$ cat config.mk
export PLATFORM = sky130hd
export DESIGN_NAME = write_enable_and_register_guard
export DESIGN_NICKNAME = d
export VERILOG_FILES = /design/src/shared/wel_guard_pkg.sv /design/src/design/write_enable_and_register_guard.sv
export SDC_FILE = /design/constraint.sdc
export NUM_CORES = 1
export LEC_CHECK = 0
export BUFFER_PORTS_ARGS = -buffer_cell sky130_fd_sc_hd__buf_2
export CAP_MARGIN = 15
export CORE_UTILIZATION = 60
export CTS_BUF_LIST = sky130_fd_sc_hd__clkbuf_4
export CTS_CLUSTER_DIAMETER = 40
export DETAILED_ROUTE_END_ITERATION = 10
export PLACE_DENSITY = 0.92
export REMOVE_ABC_BUFFERS = 1
export SKIP_LAST_GASP = 1
export SYNTH_ARGS = -nofsm -noshare
export SYNTH_HDL_FRONTEND = slang
export SYNTH_SLANG_ARGS = --single-unit
$ cat constraint.sdc
create_clock -name mclk_i -period 2.95 [get_ports mclk_i]
set_input_delay 0.295 -clock mclk_i [delete_from_list [all_inputs] [get_ports mclk_i]]
set_output_delay 0.295 -clock mclk_i [all_outputs]
set_load 0.01 [all_outputs]
$ cat src/shared/wel_guard_pkg.sv
// constants and types for the write-enable latch and register write guard
package latch_guard_pkg;

   // =====================================================================
   // instruction codes
   localparam logic [7:0] OP_SET_LATCH       = 8'h06;
   localparam logic [7:0] OP_CLR_LATCH       = 8'h04;
   localparam logic [7:0] OP_CLR_FAIL        = 8'h82;
   localparam logic [7:0] OP_CLR_FAIL_LEGACY = 8'h30;
   localparam logic [7:0] OP_REG_WRITE       = 8'h01;
   localparam logic [7:0] OP_PAGE_PROG       = 8'h02;
   localparam logic [7:0] OP_SECT_ERASE      = 8'hd8;
   localparam logic [7:0] OP_BULK_ERASE      = 8'h60;

   // =====================================================================
   // frame bit counts
   localparam int unsigned BIT_CNT_W = 13;
   localparam logic [BIT_CNT_W-1:0] BITS_OPCODE   = 13'h0008;
   localparam logic [BIT_CNT_W-1:0] BITS_REG_ONE  = 13'h0010;
   localparam logic [BIT_CNT_W-1:0] BITS_REG_TWO  = 13'h0018;
   localparam logic [BIT_CNT_W-1:0] BITS_SECT     = 13'h0020;
   localparam logic [BIT_CNT_W-1:0] BITS_PROG_MIN = 13'h0028;
   localparam logic [BIT_CNT_W-1:0] BITS_SAT      = 13'h1fff;
   localparam logic [BIT_CNT_W-1:0] BITS_SERIAL   = 13'h0001;
   localparam logic [BIT_CNT_W-1:0] BITS_QUAD     = 13'h0004;

   // =====================================================================
   // register layouts and reset values
   typedef struct packed {
      logic       reg_write_disable_bit;
      logic       p_err;
      logic       e_err;
      logic [2:0] bp;
      logic       write_enable_latch;
      logic       write_in_progress;
   } status_t;

   localparam logic [7:0] STATUS_RESET = 8'h00;
   localparam logic [7:0] CONFIG_RESET = 8'h00;
   localparam int unsigned CFG_QE_BIT  = 1;
   localparam int unsigned WP_IO_LINE  = 2;

   typedef struct packed {
      logic       cs_n;
      logic       sclk;
      logic [3:0] io;
   } spi_pins_t;

   localparam logic [5:0] PINS_IDLE = 6'h20;

   typedef enum logic [1:0] {ARR_PROG, ARR_SECT, ARR_BULK} array_cmd_t;
   typedef enum {WR_IDLE, WR_BUSY} rw_state_t;

   // =====================================================================
   // timing
   localparam int unsigned CLK_PERIOD_NS     = 100;
   localparam int unsigned REG_WRITE_TIME_NS = 2000;
   localparam int unsigned REG_WRITE_CYCLES  =
      (REG_WRITE_TIME_NS + CLK_PERIOD_NS - 1) / CLK_PERIOD_NS;
   localparam logic [7:0] REG_WRITE_LAST = 8'(REG_WRITE_CYCLES - 1);

endpackage

$ cat src/design/write_enable_and_register_guard.sv
// write-enable latch, fail flags and register write guard of a serial flash
`timescale 1ns/10ps
// =====================================================================
module write_enable_and_register_guard
   import latch_guard_pkg::*;
(
   input  wire logic       mclk_i,
   input  wire logic       rst_i,
   input  wire spi_pins_t  pins_i,
   input  wire logic       four_line_mode_i,
   input  wire logic       legacy_resume_sel_i,
   input  wire logic       target_protected_i,
   input  wire logic       array_busy_i,
   input  wire logic       program_fail_i,
   input  wire logic       erase_fail_i,
   output status_t         status_o,
   output logic [7:0]      config_o,
   output logic            hw_locked_o,
   output logic            array_go_o,
   output array_cmd_t      array_cmd_o
);

   // =====================================================================
   // pin synchronisers
   spi_pins_t pin_s1_q;
   spi_pins_t pin_s2_q;
   logic      sclk_s3_q;
   logic      cs_s3_q;

   always_ff @(posedge mclk_i or posedge rst_i) begin
      if (rst_i) begin
         pin_s1_q  <= spi_pins_t'(PINS_IDLE);
         pin_s2_q  <= spi_pins_t'(PINS_IDLE);
         sclk_s3_q <= 1'b0;
         cs_s3_q   <= 1'b1;
      end else begin
         pin_s1_q  <= pins_i;
         pin_s2_q  <= pin_s1_q;
         sclk_s3_q <= pin_s2_q.sclk;
         cs_s3_q   <= pin_s2_q.cs_n;
      end
   end

   logic sclk_rise;
   logic frame_start;
   logic frame_end;
   assign sclk_rise   = pin_s2_q.sclk & ~sclk_s3_q & ~pin_s2_q.cs_n;
   assign frame_start = ~pin_s2_q.cs_n & cs_s3_q;
   assign frame_end   = pin_s2_q.cs_n & ~cs_s3_q;

   // =====================================================================
   // instruction shifter
   logic [23:0]          shift_q;
   logic [23:0]          shift_d;
   logic [BIT_CNT_W-1:0] cnt_q;
   logic [BIT_CNT_W-1:0] cnt_d;
   logic [BIT_CNT_W-1:0] step;
   logic [7:0]           op_q;

   always_comb begin
      step    = four_line_mode_i ? BITS_QUAD : BITS_SERIAL;
      shift_d = shift_q;
      cnt_d   = cnt_q;
      if (frame_start) begin
         cnt_d = '0;
      end else if (sclk_rise) begin
         // four bits per clock in four-line mode
         if (four_line_mode_i) begin
            shift_d = {shift_q[19:0], pin_s2_q.io};
         end else begin
            shift_d = {shift_q[22:0], pin_s2_q.io[0]};
         end
         if (cnt_q > BITS_SAT - step) begin
            cnt_d = BITS_SAT;
         end else begin
            cnt_d = cnt_q + step;
         end
      end
   end

   always_ff @(posedge mclk_i or posedge rst_i) begin
      if (rst_i) begin
         shift_q <= '0;
         cnt_q   <= '0;
         op_q    <= '0;
      end else begin
         shift_q <= shift_d;
         cnt_q   <= cnt_d;
         if (cnt_q < BITS_OPCODE && cnt_d == BITS_OPCODE) begin
            op_q <= shift_d[7:0];
         end
      end
   end

   // =====================================================================
   // state registers
   logic       latch_q;
   logic       wr_disable_q;
   logic [2:0] bp_q;
   logic       perr_q;
   logic       eerr_q;
   logic       in_prog_q;
   logic [7:0] cfg_q;
   logic       hw_lock_q;
   rw_state_t  rw_state_q;
   logic [7:0] timer_q;
   logic [7:0] pend_sr_q;
   logic [7:0] pend_cfg_q;
   logic       pend_cfg_en_q;
   logic       array_go_q;
   array_cmd_t array_cmd_q;

   // =====================================================================
   // frame decode
   logic       set_latch;
   logic       clr_latch;
   logic       clr_fail;
   logic       reg_wr;
   logic       arr_go;
   logic       arr_ok;
   logic       wr_done;
   array_cmd_t arr_cmd;

   // array commands need the latch and an idle device
   assign arr_ok  = latch_q & ~in_prog_q;
   assign wr_done = (rw_state_q == WR_BUSY) && (timer_q == 8'h00);

   always_comb begin
      set_latch = 1'b0;
      clr_latch = 1'b0;
      clr_fail  = 1'b0;
      reg_wr    = 1'b0;
      arr_go    = 1'b0;
      arr_cmd   = ARR_PROG;
      if (frame_end) begin
         case (op_q)
            // set latch only when frame ends at bit eight
            OP_SET_LATCH: set_latch = (cnt_q == BITS_OPCODE);
            // clear latch at bit eight when idle
            OP_CLR_LATCH: clr_latch = (cnt_q == BITS_OPCODE) && !in_prog_q;
            // clear flags regardless of latch or busy
            OP_CLR_FAIL: clr_fail = (cnt_q == BITS_OPCODE);
            OP_CLR_FAIL_LEGACY: clr_fail = (cnt_q == BITS_OPCODE) && !legacy_resume_sel_i;
            OP_REG_WRITE: reg_wr = (cnt_q == BITS_REG_ONE || cnt_q == BITS_REG_TWO)
                                   && latch_q && !in_prog_q && !hw_lock_q;
            OP_PAGE_PROG: begin
               arr_go = (cnt_q >= BITS_PROG_MIN) && (cnt_q[2:0] == 3'h0) && arr_ok && !target_protected_i;
            end
            OP_SECT_ERASE: begin
               arr_cmd = ARR_SECT;
               arr_go  = (cnt_q == BITS_SECT) && arr_ok && !target_protected_i;
            end
            OP_BULK_ERASE: begin
               arr_cmd = ARR_BULK;
               arr_go  = (cnt_q == BITS_OPCODE) && arr_ok && (bp_q == 3'h0);
            end
            default: ;
         endcase
      end
   end

   // =====================================================================
   // hardware protection
   always_ff @(posedge mclk_i or posedge rst_i) begin
      if (rst_i) begin
         hw_lock_q <= 1'b0;
      end else begin
         // lock follows bit and pin levels, quad mode frees it
         hw_lock_q <= wr_disable_q & ~pin_s2_q.io[WP_IO_LINE] & ~cfg_q[CFG_QE_BIT];
      end
   end

   // =====================================================================
   // write-enable latch
   always_ff @(posedge mclk_i or posedge rst_i) begin
      if (rst_i) begin
         latch_q <= STATUS_RESET[1];
      end else if (set_latch) begin
         latch_q <= 1'b1;
      end else if (clr_latch || wr_done) begin
         latch_q <= 1'b0;
      end
   end

   // =====================================================================
   // fail flags and busy
   always_ff @(posedge mclk_i or posedge rst_i) begin
      if (rst_i) begin
         perr_q    <= STATUS_RESET[6];
         eerr_q    <= STATUS_RESET[5];
         in_prog_q <= STATUS_RESET[0];
      end else begin
         // flags clear, a new failure wins
         perr_q    <= program_fail_i | (perr_q & ~clr_fail);
         eerr_q    <= erase_fail_i | (eerr_q & ~clr_fail);
         // busy during write, array work or fail flags
         in_prog_q <= (rw_state_q == WR_BUSY) | array_busy_i | perr_q | eerr_q;
      end
   end

   // =====================================================================
   // self-timed register write
   always_ff @(posedge mclk_i or posedge rst_i) begin
      if (rst_i) begin
         rw_state_q    <= WR_IDLE;
         timer_q       <= '0;
         pend_sr_q     <= '0;
         pend_cfg_q    <= '0;
         pend_cfg_en_q <= 1'b0;
         wr_disable_q  <= STATUS_RESET[7];
         bp_q          <= STATUS_RESET[4:2];
         cfg_q         <= CONFIG_RESET;
      end else begin
         case (rw_state_q)
            WR_IDLE: begin
               if (reg_wr) begin
                  rw_state_q    <= WR_BUSY;
                  timer_q       <= REG_WRITE_LAST;
                  pend_cfg_en_q <= (cnt_q == BITS_REG_TWO);
                  pend_sr_q     <= (cnt_q == BITS_REG_TWO) ? shift_q[15:8] : shift_q[7:0];
                  pend_cfg_q    <= shift_q[7:0];
               end
            end
            WR_BUSY: begin
               if (timer_q == 8'h00) begin
                  rw_state_q   <= WR_IDLE;
                  wr_disable_q <= pend_sr_q[7];
                  bp_q         <= pend_sr_q[4:2];
                  if (pend_cfg_en_q) begin
                     cfg_q <= pend_cfg_q;
                  end
               end else begin
                  timer_q <= timer_q - 8'h01;
               end
            end
            default: rw_state_q <= WR_IDLE;
         endcase
      end
   end

   // =====================================================================
   // array command launch
   always_ff @(posedge mclk_i or posedge rst_i) begin
      if (rst_i) begin
         array_go_q  <= 1'b0;
         array_cmd_q <= ARR_PROG;
      end else begin
         array_go_q <= arr_go;
         if (arr_go) begin
            array_cmd_q <= arr_cmd;
         end
      end
   end

   // =====================================================================
   // outputs
   // all fields reset to zero
   assign status_o    = '{reg_write_disable_bit: wr_disable_q, p_err: perr_q, e_err: eerr_q, bp: bp_q,
                          write_enable_latch: latch_q, write_in_progress: in_prog_q};
   assign config_o    = cfg_q;
   assign hw_locked_o = hw_lock_q;
   assign array_go_o  = array_go_q;
   assign array_cmd_o = array_cmd_q;

   // =====================================================================
   // checks
   a_latch_set_ok: assert property (@(posedge mclk_i) disable iff (rst_i)
      frame_end && op_q == OP_SET_LATCH && cnt_q == BITS_OPCODE |=> latch_q)
      else $error("latch not set by set command");
   a_latch_set_count: assert property (@(posedge mclk_i) disable iff (rst_i)
      frame_end && op_q == OP_SET_LATCH && cnt_q != BITS_OPCODE && rw_state_q == WR_IDLE |=> $stable(latch_q))
      else $error("latch changed by misframed set command");
   a_latch_clr_ok: assert property (@(posedge mclk_i) disable iff (rst_i)
      frame_end && op_q == OP_CLR_LATCH && cnt_q == BITS_OPCODE && !in_prog_q |=> !latch_q)
      else $error("latch not cleared by clear command");
   a_latch_clr_busy: assert property (@(posedge mclk_i) disable iff (rst_i)
      frame_end && op_q == OP_CLR_LATCH && in_prog_q && rw_state_q == WR_IDLE |=> $stable(latch_q))
      else $error("clear command acted while busy");
   a_fail_clear: assert property (@(posedge mclk_i) disable iff (rst_i)
      frame_end && op_q == OP_CLR_FAIL && cnt_q == BITS_OPCODE && !program_fail_i && !erase_fail_i
      |=> !perr_q && !eerr_q)
      else $error("fail flags not cleared");
   a_fail_keep_latch: assert property (@(posedge mclk_i) disable iff (rst_i)
      frame_end && op_q == OP_CLR_FAIL && rw_state_q == WR_IDLE |=> $stable(latch_q))
      else $error("clear-status changed the latch");
   a_lock_reject: assert property (@(posedge mclk_i) disable iff (rst_i)
      frame_end && op_q == OP_REG_WRITE && hw_lock_q && rw_state_q == WR_IDLE |=> rw_state_q == WR_IDLE)
      else $error("register write accepted under lock");
   a_write_accept: assert property (@(posedge mclk_i) disable iff (rst_i)
      frame_end && op_q == OP_REG_WRITE && cnt_q == BITS_REG_ONE && latch_q && !in_prog_q && !hw_lock_q
      |=> rw_state_q == WR_BUSY ##1 in_prog_q)
      else $error("register write not started");
   a_write_end: assert property (@(posedge mclk_i) disable iff (rst_i)
      wr_done && !set_latch |=> !latch_q && rw_state_q == WR_IDLE)
      else $error("latch kept after register write");
   a_quad_unlock: assert property (@(posedge mclk_i) disable iff (rst_i)
      cfg_q[CFG_QE_BIT] && $stable(cfg_q) |=> !hw_lock_q)
      else $error("lock active in quad mode");
   a_region_guard: assert property (@(posedge mclk_i) disable iff (rst_i)
      frame_end && target_protected_i && (op_q == OP_PAGE_PROG || op_q == OP_SECT_ERASE) |=> !array_go_q)
      else $error("protected region accepted program or erase");

endmodule // write_enable_and_register_guard

==> impl_results.md <==
* Launching point of the worst reg2reg path: cnt_q[10]
* Vert. Die Dim at 86.6 um
* Die W at approximately 87 um
* First-pass GRT wire length at 14600 um
* CTS tree: done
* Count leader, synth: dfrtp_1
* Critical-path cell list: or4_4, or4b_4, or3_1, nand2_1, o21ai_0
* Fin area at 4760 um2
* Routed wire length at 8760 um
* Multi-input gate area at 1800 um2
* Slew HR at 40.8%
* Final GP Congestion at between 0.8 and 0.9
* Synth Warn # at 0
* Crit. Startpoint: cnt_q[10]
* Fin. Hold Viols at 0
* Largest area contributor in the netlist: dfrtp_1
* Crit path capture type: flop
* Min Clock Period, post-route at 2.59 ns
* Total CTS buffers at 9
* Final WS setup at 0.357 ns
* Worst-Margin Slew at 0.885 ns
* Vias per cell at 5.95
* Setup TNS at 0 ns
* Seq. cell area at 2330 um2
* Worst path slowest cell: or3_1
* Clock slew at reported path FFs at about 0.15 ns
* Critical path class: flop to flop
* Pre-Repair DR Iteration Count at 5
* DR WL/cell at roughly 16 um
* Leakage at 0.00219 uW
* Initial antenna violation count at 0
* CP arrival at 2.91 ns
* Final Cycle Share at 87.9%
* Setup crit end: pend_sr_q[4]
* Critical R2R Capture: pend_sr_q[4]
* Rows at 30
* Post-Place Worst Slack at 0.371 ns
* Sink Count at 93
* Share of cells above drive strength 1 at 19.8%
* Mean Syn Cell Area at 10.7 um2
* Cts hold-fix bufs at 7
* Post-CTS Setup Repair Bufs at 0
* CTS Buffer Depth at 2
* ANT nets after route at 0
* RSZ-0062 raised after global routing: no
* Slew Viols, Final at 0
* Hold Crit Class: primary input to flop
* Resized Gates After CTS at 0
* Total congestion overflow at 0
* Htree depth at 3
* Post-synthesis sequential area ratio at a little over half
* Pwr/cell area at 568 nW/um2
* Area grow syn2layout at 10.9%
* Die Area at between 7000 and 8000 um2
* Mapped Cells at 401
* Synth unique cells at 48
* Fill count at 487
* Clock skew at 0.0188 ns
* Detailed router's first-iteration violation count at 364
* Max Clk Rate at ~390 MHz
* Share of the synthesized area in the top cell type at 52.5%
* Proportion of synthesized flip-flops having asynchronous set or reset at 100%
* Commonest cells in the netlist: dfrtp_1, nand2_1, nor2_1
* Area after DPL at between 4000 and 5000 um2
* Post-synth EDFFs at 0
* R2R depth at 5
* Max_cap viols at 0
* FF-to-FF setup slack at 0.36 ns
* Crit start category: flop
* HPWL Detailed at approximately 6000 um
* Largest net degree at the start of global routing at 94
* Ranking of synthesized cells by area: dfrtp_1, mux2_2, mux2i_1, nand2_1, a21oi_1
* IO Port Bufs at 33
* Antenna diodes at 0
* Crit-path max cell delay at between 0.6 and 0.7 ns
* CP Max Fanout at 19
* Via count at 3214
* Final Setup Violations at 0
* Peak supply drop at roughly 0.35 mV
* DRC viols at 0
* Worst skew pair latency at between 0.4 and 0.5 ns
* Total track usage at 25.7%
* Initial Util at 62.8%
* Number of global-route vias before repair at about 3.0k
* Synthesis-stage register bit count at 93
* Core region area at 6830 um2
* Io pins at 34
* Status: finished clean
* Synth Flop Type: dfrtp_1
* Clk root buf: clkbuf_4
* Netlist Area Pre-Place at 4290 um2
* Worst Path Required at 3.27 ns
* Final nets at ~460
[state kept, by name, indices dropped and copies added (netlist names), 2 cells and up]
signal	cells
pend_cfg_q	8
pend_sr_q	4
pin_s1_q	6
array_cmd_o	2
op_q	8
config_o	8
bp_q	3
shift_q	16
timer_q	8
cnt_q	13
pin_s2_q	6
[layer usage]
layer | track usage [%] | up-vias | wire [um] | share of wire (%)
li1 | - | 1491 | - | -
met4 | 8.79 | 0 | 173 | 2.0
met5 | 0 | - | 0 | 0
met3 | 6.67 | 25 | 588 | 6.7
met2 | 39.5 | 125 | 4180 | 48
met1 | 36.0 | 1573 | 3820 | 44
[worst min path at each step]
stage,depth (start not counted),slack [ns],from,to
finish,2,0.02,program_fail_i,perr_q
global route,2,0.009,program_fail_i,perr_q
CTS,2,0.009,program_fail_i,perr_q
detailed placement,0,0.33,pin_s1_q[3],pin_s2_q[3]
global placement,0,0.33,pin_s1_q[2],pin_s2_q[2]
floorplan,0,0.30,pins_i[5],pin_s1_q[5]
[cells by family (layout without fill, tap and decap cells)]
| group | after synthesis | in the layout | share of synthesized area, % |
|---|---|---|---|
| xor gates and xnor gates | 16 | 16 | 3.27 |
| buffers and inverters | 32 | 75 | 3.62 |
| and+or+nand+nor | 156 | 156 | 19.2 |
| DFF | 93 | 93 | 54.3 |
| AOI/OAI and AO/OA | 57 | 57 | 7.64 |
| adders and majority gates | 6 | 6 | 1.75 |
| muxes | 41 | 41 | 10.2 |
[placed cells by master, fill, tap and decap left out, types with 3 or more instances in the layout]
master          n
dfrtp_1        90
nand2_1        43
nor2_1         34
buf_2          33
a21oi_1        29
mux2_2         21
mux2i_1        20
nand3_1        14
nor3_1         12
inv_1          12
o21ai_0        12
clkbuf_4       10
nor4_1          9
xor2_1          9
nand4_1         8
xnor2_1         7
dlygate4sd3_1   7
ha_1            6
nor3b_1         5
buf_4           5
or3_1           4
nor4b_1         4
and4_1          3
dfstp_2         3
[stage by stage]
stage	power (uW)	hold WS [ns]	std cells	util (%)
6_report	2700	0.0240	540	69.7
4_1_cts	2700	0.00871	540	69.7
2_1_floorplan	1790	0.299	382	-
3_3_place_gp	1890	0.331	517	66.3
3_5_place_dp	1920	0.335	517	66.3
5_1_grt	2820	0.00929	540	69.7
[final cells by class]
type,count,share of cell area (%)
Sequential cell,93,49.0
Multi-Input combinational cell,276,37.9
Timing Repair Buffer,46,6.15
Tap cell,96,2.52
Clock inverter,6,1.81
Clock buffer,10,1.58
Inverter,13,1.05
[critical path, delay by kind of cell (launching register included)]
family             cells  cell delay [ns]
DFF                    1             0.48
AOI/OAI and AO/OA      1             0.09
and+or+nand+nor        4             1.89
[report_power, final]
group	switching [uW]	total, uW	internal [uW]
clock network	431	787	356
logic	177	351	173
registers	167	1560	1400
total	776	2700	1920
(Power assumes the default switching activity.)
